<file path="src/break_request_pkg.sv">
// Package for the disk break-request controller: offsets, fields, timing, carriers.
package break_request_pkg;

  // Register byte offsets on the bus
  localparam logic [7:0] CONTROL_OFS   = 8'h00;
  localparam logic [7:0] STATUS_OFS    = 8'h04;
  localparam logic [7:0] BUFFER_LO_OFS = 8'h08;
  localparam logic [7:0] BUFFER_HI_OFS = 8'h0C;

  // Control register field positions
  localparam int CTL_FN_ONE_BIT    = 0;
  localparam int CTL_FN_TWO_BIT    = 1;
  localparam int CTL_TRANSFER_BIT  = 2;
  localparam int CTL_NORMAL_BIT    = 3;
  localparam int CTL_ALL_MODE_BIT  = 4;
  localparam int CTL_WDE_BIT       = 5;
  localparam int CTL_WIDTH         = 6;

  // Status register field positions
  localparam int STS_BREAK_BIT     = 0;
  localparam int STS_DOUBLE_BIT    = 1;
  localparam int STS_TIMING_BIT    = 2;
  localparam int STS_SYNC_BIT      = 3;
  localparam int STS_SHIFT_EN_BIT  = 4;
  localparam int STS_INTO_BIT      = 5;
  localparam int STS_HALF_BIT      = 6;

  // Reset values
  localparam logic [CTL_WIDTH-1:0] CONTROL_RESET = 6'h00;
  localparam logic [35:0]          BUFFER_RESET  = 36'h000000000;

  // Timing: clock rate and half-shift hold time
  localparam int CLK_PERIOD_PS      = 40000;
  localparam int HALF_SHIFT_PS      = 50000;
  localparam int HALF_SHIFT_CYCLES  = (HALF_SHIFT_PS + CLK_PERIOD_PS - 1) / CLK_PERIOD_PS;

  // Levels from the format sequencer and counters, same clock domain
  typedef struct packed {
    logic last_bit_write_window;
    logic parity_write_window;
    logic data_field;
    logic pre_header;
    logic final_sync_word;
    logic compare_flag;
    logic shift_to_buffer;
    logic buffer_clear_enable;
    logic sector_count_near_end;
    logic sector_count_overflow;
    logic word_count_near_end;
    logic word_count_overflow;
  } seq_in_t;

  // Levels from the host channel logic, asynchronous to our clock
  typedef struct packed {
    logic channel_grant;
    logic channel_enable_flag;
    logic io_pulse_four;
    logic recovered_bit_clock;
    logic data_gate;
  } chan_in_t;

endpackage

</file>
<file path="src/disk_break_request_control.sv">
// Break request, timing error and buffer register sequencing for the disk channel.
// How it works
// - Break enable from last bit, data field, normal.
// - No per-word write requests once sector count nearly ends.
// - Set pulse is OR of three sources.
// - Initial request for each sector's first out word.
// - Write-all request at parity window trailing edge.
// - Per-word request on enable, gate and clock.
// - Set-pulse trailing edge sets double flag if needed.
// - Grant clears double flag, else clears request.
// - Master clear resets request and double flags.
// - Timing error when request pending at new set.
// - Set pulse also sets buffer shift sync.
// - Into memory: address accept clears shift sync.
// - Out of memory: bus strobe clears shift sync.
// - Shift sync clearing sets shift enable, copies halves.
// - Half shift held two clocks (80 ns), then strobe, clear.
// - Into memory, no half shift: load shift register.
// - Out of memory, no half shift: load bus.
// - Bus strobe on I/O pulse with channel enable.
// - Shift register strobe needs shift, set, into.
// - Buffer cleared by master clear or trailing edges.
// - Direction out only for transfer with bit one.
// - Buffer-to-shift on last bit in data field.
// - Last bit window covers bit 35 writing.
`timescale 1ns/1ps

module disk_break_request_control (
  // Clock and reset
  input  wire logic                       i_clk_sys,
  input  wire logic                       i_rst,
  // Wishbone slave
  input  wire logic                       i_wb_cyc,
  input  wire logic                       i_wb_stb,
  input  wire logic                       i_wb_we,
  input  wire logic [7:0]                 i_wb_adr,
  input  wire logic [3:0]                 i_wb_sel,
  input  wire logic [31:0]                i_wb_dat,
  output logic      [31:0]                o_wb_dat,
  output logic                            o_wb_ack,
  // Controller levels, same clock
  input  wire break_request_pkg::seq_in_t i_seq,
  input  wire logic                       i_master_clear,
  input  wire logic                       i_function_delay,
  input  wire logic                       i_io_sync,
  // Host channel levels, asynchronous
  input  wire break_request_pkg::chan_in_t i_chan,
  // Data sources for the buffer
  input  wire logic [35:0]                i_shift_register,
  input  wire logic [17:0]                i_io_bus,
  // Outputs to channel and datapath
  output logic                            o_break_request,
  output logic                            o_double_break_flag,
  output logic                            o_timing_error_flag,
  output logic                            o_direction_into_memory,
  output logic                            o_buffer_to_shift,
  output logic                            o_half_shift_enable,
  output logic [35:0]                     o_buffer_register
);

  // Two-flop synchroniser for the channel levels
  break_request_pkg::chan_in_t chan_meta_q;   // First stage, read only by second
  break_request_pkg::chan_in_t chan_q;        // Safe synchronised copy
  break_request_pkg::chan_in_t chan_prev_q;   // Previous copy for edge detect

  // Software control bits
  logic [break_request_pkg::CTL_WIDTH-1:0] control_q;
  logic status_clear_q;                       // One-cycle status clear strobe

  // Request sequencing state
  logic init_term_q;                          // Previous initial-request level
  logic prehdr_term_q;                        // Previous pre-header level
  logic word_term_q;                          // Previous per-word level
  logic set_request_q;                        // Delayed set pulse for trailing edge
  logic init_pulse_q;                         // Delayed initial pulse for trailing edge
  logic clear_en_q;                           // Previous buffer-clear enable
  logic break_request_q;
  logic double_break_q;
  logic timing_error_q;
  logic shift_sync_q;
  logic shift_enable_q;
  logic [1:0] half_cnt_q;                     // Delay line emulation
  logic [35:0] buffer_q;
  logic buffer_to_shift_q;
  logic into_q;
  logic half_q;
  logic ack_q;
  logic [31:0] rd_q;

  // Decoded control fields
  logic fn_one;
  logic fn_two;
  logic transfer_fn;
  logic normal_mode;
  logic all_mode;
  logic write_data_enable;
  assign fn_one            = control_q[break_request_pkg::CTL_FN_ONE_BIT];
  assign fn_two            = control_q[break_request_pkg::CTL_FN_TWO_BIT];
  assign transfer_fn       = control_q[break_request_pkg::CTL_TRANSFER_BIT];
  assign normal_mode       = control_q[break_request_pkg::CTL_NORMAL_BIT];
  assign all_mode          = control_q[break_request_pkg::CTL_ALL_MODE_BIT];
  assign write_data_enable = control_q[break_request_pkg::CTL_WDE_BIT];

  // Combinational terms
  logic into_memory;
  logic break_request_enable;
  logic init_term;
  logic prehdr_term;
  logic word_term;
  logic initial_request;
  logic prehdr_request;
  logic word_request;
  logic set_request;
  logic set_trailing;
  logic grant_lead;
  logic grant_trail;
  logic address_accept;
  logic io_strobe;
  logic sync_clear;
  logic shift_enable_set;
  logic delayed_edge;
  logic half_shift_enable;
  logic load_from_shift_register;
  logic load_from_io_bus;
  logic sr_strobe;
  logic buffer_clear;

  // Out of memory only for transfer functions with bit one set
  assign into_memory = ~(fn_one & transfer_fn);

  // Enable term; near-end stops further per-word write requests this sector
  assign break_request_enable = (i_seq.last_bit_write_window
                                 & ~i_seq.sector_count_near_end
                                 & ~i_seq.sector_count_overflow
                                 & normal_mode
                                 & i_seq.data_field)
                                | (i_seq.shift_to_buffer & into_memory);

  // First out word of each sector
  assign init_term = ~into_memory & normal_mode & ~i_seq.word_count_overflow
                     & ((i_seq.compare_flag & fn_two)
                        | (i_seq.final_sync_word & ~fn_two & write_data_enable));

  // Level true after the parity window falls in the pre-header word
  assign prehdr_term = ~i_seq.parity_write_window & i_seq.pre_header & all_mode;

  // One request per word, read words and later write words
  assign word_term = break_request_enable & chan_q.data_gate
                     & chan_q.recovered_bit_clock & ~i_seq.word_count_overflow
                     & (into_memory | ~i_seq.sector_count_near_end);

  // Leading-edge strobes of each source
  assign initial_request = init_term & ~init_term_q;
  assign prehdr_request  = prehdr_term & ~prehdr_term_q;
  assign word_request    = word_term & ~word_term_q;
  assign set_request     = initial_request | prehdr_request | word_request;
  assign set_trailing    = set_request_q & ~set_request;

  // Channel edges
  assign grant_lead     = chan_q.channel_grant & ~chan_prev_q.channel_grant;
  assign grant_trail    = ~chan_q.channel_grant & chan_prev_q.channel_grant;
  assign address_accept = grant_trail & chan_q.channel_enable_flag;
  assign io_strobe      = chan_q.io_pulse_four & ~chan_prev_q.io_pulse_four
                          & chan_q.channel_enable_flag;

  // Shift sync clears by direction
  assign sync_clear = (address_accept & into_memory)
                      | (io_strobe & ~into_memory);
  assign shift_enable_set = shift_sync_q & sync_clear & ~set_request;

  // Delay line end and hold of the half-shift enable
  assign delayed_edge      = shift_enable_q
                             & (half_cnt_q == 2'(break_request_pkg::HALF_SHIFT_CYCLES));
  assign half_shift_enable = shift_enable_q;

  // Load source selection
  assign load_from_shift_register = into_memory & ~half_shift_enable;
  assign load_from_io_bus         = ~into_memory & ~half_shift_enable;
  assign sr_strobe = i_seq.shift_to_buffer & set_request & into_memory;
  assign buffer_clear = i_master_clear | init_pulse_q
                        | (clear_en_q & ~i_seq.buffer_clear_enable);

  // Synchroniser and edge history
  always_ff @(posedge i_clk_sys or posedge i_rst) begin
    if (i_rst) begin
      chan_meta_q <= '0;
      chan_q      <= '0;
      chan_prev_q <= '0;
    end else begin
      chan_meta_q <= i_chan;
      chan_q      <= chan_meta_q;
      chan_prev_q <= chan_q;
    end
  end

  // Registered copies of the source levels for edge detection
  always_ff @(posedge i_clk_sys or posedge i_rst) begin
    if (i_rst) begin
      init_term_q   <= 1'b0;
      prehdr_term_q <= 1'b0;
      word_term_q   <= 1'b0;
      set_request_q <= 1'b0;
      init_pulse_q  <= 1'b0;
      clear_en_q    <= 1'b0;
    end else begin
      init_term_q   <= init_term;
      prehdr_term_q <= prehdr_term;
      word_term_q   <= word_term;
      set_request_q <= set_request;
      init_pulse_q  <= initial_request;
      clear_en_q    <= i_seq.buffer_clear_enable;
    end
  end

  // Break request: set wins over a grant in the same cycle
  always_ff @(posedge i_clk_sys or posedge i_rst) begin
    if (i_rst) begin
      break_request_q <= 1'b0;
    end else if (i_master_clear) begin
      break_request_q <= 1'b0;
    end else if (set_request) begin
      break_request_q <= 1'b1;
    end else if (grant_lead && !double_break_q) begin
      break_request_q <= 1'b0;
    end
  end

  // Double-break flag, strobed at the set pulse trailing edge
  always_ff @(posedge i_clk_sys or posedge i_rst) begin
    if (i_rst) begin
      double_break_q <= 1'b0;
    end else if (i_master_clear) begin
      double_break_q <= 1'b0;
    end else if (set_trailing) begin
      double_break_q <= ~i_seq.word_count_near_end;
    end else if (grant_lead) begin
      double_break_q <= 1'b0;
    end
  end

  // Timing error: new set while request still up; set wins
  always_ff @(posedge i_clk_sys or posedge i_rst) begin
    if (i_rst) begin
      timing_error_q <= 1'b0;
    end else if (set_request && break_request_q) begin
      timing_error_q <= 1'b1;
    end else if (i_master_clear || status_clear_q || i_function_delay) begin
      timing_error_q <= 1'b0;
    end
  end

  // Shift sync: set pulse wins over its clear
  always_ff @(posedge i_clk_sys or posedge i_rst) begin
    if (i_rst) begin
      shift_sync_q <= 1'b0;
    end else if (set_request) begin
      shift_sync_q <= 1'b1;
    end else if (i_master_clear) begin
      shift_sync_q <= 1'b0;
    end else if (sync_clear) begin
      shift_sync_q <= 1'b0;
    end
  end

  // Shift enable and the delay line that ends it
  always_ff @(posedge i_clk_sys or posedge i_rst) begin
    if (i_rst) begin
      shift_enable_q <= 1'b0;
      half_cnt_q     <= 2'h0;
    end else if (i_master_clear || i_io_sync || delayed_edge) begin
      shift_enable_q <= 1'b0;
      half_cnt_q     <= 2'h0;
    end else if (shift_enable_set) begin
      shift_enable_q <= 1'b1;
      half_cnt_q     <= 2'h1;
    end else if (shift_enable_q) begin
      half_cnt_q     <= half_cnt_q + 2'h1;
    end
  end

  // Buffer register: clear, half shift, bus load, shift register load
  always_ff @(posedge i_clk_sys or posedge i_rst) begin
    if (i_rst) begin
      buffer_q <= break_request_pkg::BUFFER_RESET;
    end else if (buffer_clear) begin
      buffer_q <= break_request_pkg::BUFFER_RESET;
    end else if (delayed_edge) begin
      buffer_q[17:0] <= buffer_q[35:18];
    end else if (io_strobe && load_from_io_bus) begin
      buffer_q[35:18] <= i_io_bus;
    end else if (sr_strobe && load_from_shift_register) begin
      buffer_q <= i_shift_register;
    end
  end

  // Registered datapath outputs; window length is set by the bit timing
  always_ff @(posedge i_clk_sys or posedge i_rst) begin
    if (i_rst) begin
      buffer_to_shift_q <= 1'b0;
      into_q            <= 1'b1;
      half_q            <= 1'b0;
    end else begin
      buffer_to_shift_q <= i_seq.last_bit_write_window & normal_mode
                           & i_seq.data_field & ~i_seq.sector_count_overflow;
      into_q            <= into_memory;
      half_q            <= half_shift_enable;
    end
  end

  // Wishbone: ack one cycle after the strobe, dropped the cycle after
  always_ff @(posedge i_clk_sys or posedge i_rst) begin
    if (i_rst) begin
      ack_q <= 1'b0;
    end else begin
      ack_q <= i_wb_cyc & i_wb_stb & ~ack_q;
    end
  end

  // Control register write and status clear strobe, taken at the ack edge
  // so a write lands exactly where the master samples ack high
  always_ff @(posedge i_clk_sys or posedge i_rst) begin
    if (i_rst) begin
      control_q      <= break_request_pkg::CONTROL_RESET;
      status_clear_q <= 1'b0;
    end else begin
      status_clear_q <= 1'b0;
      if (i_wb_cyc && i_wb_stb && i_wb_we && ack_q && i_wb_sel[0]) begin
        if (i_wb_adr == break_request_pkg::CONTROL_OFS) begin
          control_q <= i_wb_dat[break_request_pkg::CTL_WIDTH-1:0];
        end else if (i_wb_adr == break_request_pkg::STATUS_OFS) begin
          // Writing a one to the timing bit clears it
          status_clear_q <= i_wb_dat[break_request_pkg::STS_TIMING_BIT];
        end
      end
    end
  end

  // Read data, registered alongside ack; unmapped reads give zero
  always_ff @(posedge i_clk_sys or posedge i_rst) begin
    if (i_rst) begin
      rd_q <= 32'h00000000;
    end else begin
      rd_q <= 32'h00000000;
      if (i_wb_cyc && i_wb_stb && !i_wb_we && !ack_q) begin
        case (i_wb_adr)
          break_request_pkg::CONTROL_OFS: begin
            rd_q[break_request_pkg::CTL_WIDTH-1:0] <= control_q;
          end
          break_request_pkg::STATUS_OFS: begin
            rd_q[break_request_pkg::STS_BREAK_BIT]    <= break_request_q;
            rd_q[break_request_pkg::STS_DOUBLE_BIT]   <= double_break_q;
            rd_q[break_request_pkg::STS_TIMING_BIT]   <= timing_error_q;
            rd_q[break_request_pkg::STS_SYNC_BIT]     <= shift_sync_q;
            rd_q[break_request_pkg::STS_SHIFT_EN_BIT] <= shift_enable_q;
            rd_q[break_request_pkg::STS_INTO_BIT]     <= into_memory;
            rd_q[break_request_pkg::STS_HALF_BIT]     <= half_shift_enable;
          end
          break_request_pkg::BUFFER_LO_OFS: begin
            rd_q[17:0] <= buffer_q[17:0];
          end
          break_request_pkg::BUFFER_HI_OFS: begin
            rd_q[17:0] <= buffer_q[35:18];
          end
          default: begin
            rd_q <= 32'h00000000;
          end
        endcase
      end
    end
  end

  // Outputs straight from flip-flops
  assign o_wb_ack                = ack_q;
  assign o_wb_dat                = rd_q;
  assign o_break_request         = break_request_q;
  assign o_double_break_flag     = double_break_q;
  assign o_timing_error_flag     = timing_error_q;
  assign o_direction_into_memory = into_q;
  assign o_buffer_to_shift       = buffer_to_shift_q;
  assign o_half_shift_enable     = half_q;
  assign o_buffer_register       = buffer_q;

endmodule

</file>
<file path="config.mk">
export PLATFORM = sky130hd
export DESIGN_NAME = disk_break_request_control
export DESIGN_NICKNAME = d
export VERILOG_FILES = /design/src/break_request_pkg.sv /design/src/disk_break_request_control.sv
export SDC_FILE = /design/constraint.sdc
export NUM_CORES = 1
export LEC_CHECK = 0
export ABC_AREA = 1
export CORE_MARGIN = 8
export CORE_UTILIZATION = 35
export CTS_CLUSTER_DIAMETER = 120
export DETAILED_ROUTE_END_ITERATION = 7
export DONT_BUFFER_PORTS = 1
export SYNTH_ARGS = -nofsm -noshare
export SYNTH_HDL_FRONTEND = slang
export SYNTH_SLANG_ARGS = --single-unit
export TNS_END_PERCENT = 10
</file>
<file path="constraint.sdc">
create_clock -name i_clk_sys -period 5.3 [get_ports i_clk_sys]
set_input_delay 1.06 -clock i_clk_sys [delete_from_list [all_inputs] [get_ports i_clk_sys]]
set_output_delay 1.06 -clock i_clk_sys [all_outputs]
set_load 0.005 [all_outputs]
</file>
==> reports/metrics.csv <==
metric,value,unit
Synth Warn #,0,
Area Growth Syn to Fin,6.99,%
Power Total,1.47,mW
main combinational cell family by area after synthesis,simple AND/OR/NAND/NOR gates,
cells resized by post-CTS repair,0,
"leading cell types in the layout, fill and taps excluded","nand2_1 (135), dfrtp_1 (89), nand3_1 (64), inv_1 (53)",
die width,129,um
CP Class,in -> reg,
Worst Tran Pin Value,0.967,ns
f_max,0.404,GHz
"Clk pin slew, worst setup/hold paths",0.07,ns
Synth Area in Compound Gates,11.3,%
largest net degree at the start of global routing,58,
drt first pass iters,5,
met2 GRT Util,23.7,%
"Slew Viols, Final",0,
Root Driver,clkbuf_16,
Worst Hold Class,reg -> reg,
layout cells sized above 1,9.90,%
global placer's final weighted congestion,0.849,
IO Pins,198,
HP Start,chan_meta_q[0],
postcts setup bufs,0,
register area share after synthesis,50.8,%
pwr dens,309,nW/um^2
FF-to-FF Start,half_cnt_q[0],
Max Cap Viol,0,
Mapped Cells,531,
Synth Cell Area,4440,sq um
VDD IR max,138,uV
Rel. slew slack,35.5,%
Simple-Gate Fraction of Synth Area,25.6,%
row count,41,
post-place instance area,4460,sq um
CP Cell Sequence,nor2_1 > nand2_1 > inv_1 > nand2_1 > inv_1 > nand2_1 > nand3_1 > nand4_1 > inv_1,
adder-cell area share of the yosys netlist,0.282,%
initial core utilization,35.4,%
worst-skew pair later-pin latency,0.34,ns
Startpoint Class,input port,
DRC,0,
critical path buffer and inverter count,3,
met3 Use GR,4.68,%
WL final,12.6,mm
depth of the worst hold-timing path,0,
"commonest non-fill, non-tap cell in the layout",nand2_1,
vias in the first global route,3599,
antenna violations before repair,0,
Final Cycle Share,46.7,%
fin cells,697,
internal reg-to-reg setup slack,3.13,ns
reg-to-reg critical path endpoint,o_buffer_register[4],
post-route ant nets,0,
Hold Slack,0.349,ns
CTS tree,built,
initial DRC count,241,
vias per inst,4.96,
via count,3458,
Antenna Cells,0,
TritonCTS Buffers,9,
met1 GRT Util,19.8,%
XOR/XNOR Fraction of Synth Area,0,%
CP max FO,23,
DP Cell Count,681,
Core Area,12500,sq um
global-route layer with the greatest usage,met2,
CTS Sinks,90,
multiplexer share of the synthesized area,1.35,%
Worst EP required,5.58,ns
Port Buf Inserts,0,
leakage,2.27,nW
hold_buf cts,0,
die area,16500,sq um
post-synthesis cell type count,34,
Worst path slowest cell,inv_1,
CTS max path bufs,2,
first-pass GRT wire length,19.7,mm
Layout Cell Area excl Fill,4750,sq um
Worst Reg-to-Reg Cells,8,
worst path arrival time,2.76,ns
WHS Endpoint,chan_q[0],
htree depth,3,
nets,644,
max incr delay on CP,0.53,ns
setup TNS,0,ns
Setup Viol. Count Final,0,
WL/cell,18.1,um
GRT Total Usage,15.4,%
Synth Register Bits,90,
Fin. Hold Viols,0,
post-detail-place hpwl,9.92,mm
Setup crit end kind,flip-flop,
min Tclk post-route,2.48,ns
syn avg cell area,8.36,sq um
Clock Skew,0.00870,ns
grt total ovfl,0,
outcome,"complete, no violations",
Die Y,129,um
RSZ-0062 raised after global routing,no,
Worst path top cell family by delay,buffers and inverters,
## cells in the mapped netlist
cell      count  share of area (%)
nand2_1     135                 11
nor3_1        5               0.56
clkbuf_1      6               0.51
buf_6         5                1.3
nor2_2        1               0.14
nand2_2       1               0.14
nor3_2        1               0.23
ha_1          1               0.28
nand4_1       4               0.56
nand3b_1      1               0.17
buf_2         4               0.45
o21ai_1       8               0.90
a21oi_1      33                3.7
nor4_1        1               0.14
nor3_4        2               0.73
dfrtp_1      89                 50
o21ai_0      33                3.7
nand3_2       1               0.23
or2_1         1               0.14
o41ai_1       1               0.20
inv_2         5               0.42
inv_1        54                4.6
buf_4        19                3.2
o211ai_1      1               0.17
o31ai_1       1               0.17
buf_1         2               0.17
and2_1        1               0.14
o21ai_2      12                2.4
dfstp_2       1               0.59
nand2_4       6                1.5
mux2_4        4                1.4
nor2_1       27                2.3
nand3_1      64                7.2
conb_1        1              0.085
## final cells by class
type	instances	area [sq um]
Inverter	59	223
Clock inverter	6	47.5
Multi-Input combinational cell	359	1760
Clock buffer	10	239
Tap cell	172	215
Sequential cell	90	2250
Timing Repair Buffer	1	7.51
Fill cell	1295	7770
## layer usage
layer  share of wire (%)  vias to the layer above
li1                    -                     1670
met1                  44                     1617
met2                  46                      143
met3                 7.7                       28
met4                 2.8                        0
met5                   0                        -
## worst max path at each step
stage | start | end | slack, ns | depth (start not counted)
floorplan | i_rst | chan_meta_q[0] | 1.91 | 1
finish | i_wb_adr[5] | o_wb_dat[6] | 2.82 | 9
global route | i_wb_adr[7] | o_wb_dat[6] | 2.55 | 9
global placement | i_master_clear | o_buffer_register[3] | 2.50 | 6
detailed placement | i_wb_adr[5] | o_wb_dat[6] | 2.44 | 9
CTS | i_wb_adr[5] | o_wb_dat[6] | 2.82 | 9
## report_power, final
group / switching [mW] / leakage [nW] / internal, mW
clock network: 0.279 / 0.140 / 0.336
registers: 0.0336 / 1.19 / 0.715
logic: 0.0765 / 0.937 / 0.0265
## state kept, by name (all words and copies together), names as in the netlist, 2 cells and up
| signal | flops |
|---|---|
| chan_q | 5 |
| control_q | 6 |
| chan_prev_q | 2 |
| o_buffer_register | 36 |
| o_wb_dat | 18 |
| chan_meta_q | 5 |
| half_cnt_q | 2 |
## metrics by stage
step	util, %	worst slack, ns
floorplan	-	1.91
finish	37.9	2.82
detailed placement	35.6	2.44
global route	37.9	2.55
global placement	35.6	2.50
CTS	37.9	2.82
## worst register-to-register path: stages, from the launching register on
cell,delay (ns)
dfrtp_1,0.38
inv_1,0.06
ha_1,0.20
nand2_1,0.09
nand2_1,0.06
inv_1,0.70
nand2_4,0.32
nand2_1,0.15
o21ai_0,0.09
## logic make-up (layout without fill, tap and decap cells)
family,Yosys count,count (layout)
adder cells (fa/ha/maj),1,1
AND/OR/NAND/NOR,251,251
AO/OA/AOI/OAI,89,89
flip-flops,90,90
multiplexers,4,4
buffers and inverters,95,76
other,1,14
Power figures use the tool's default switching activity.
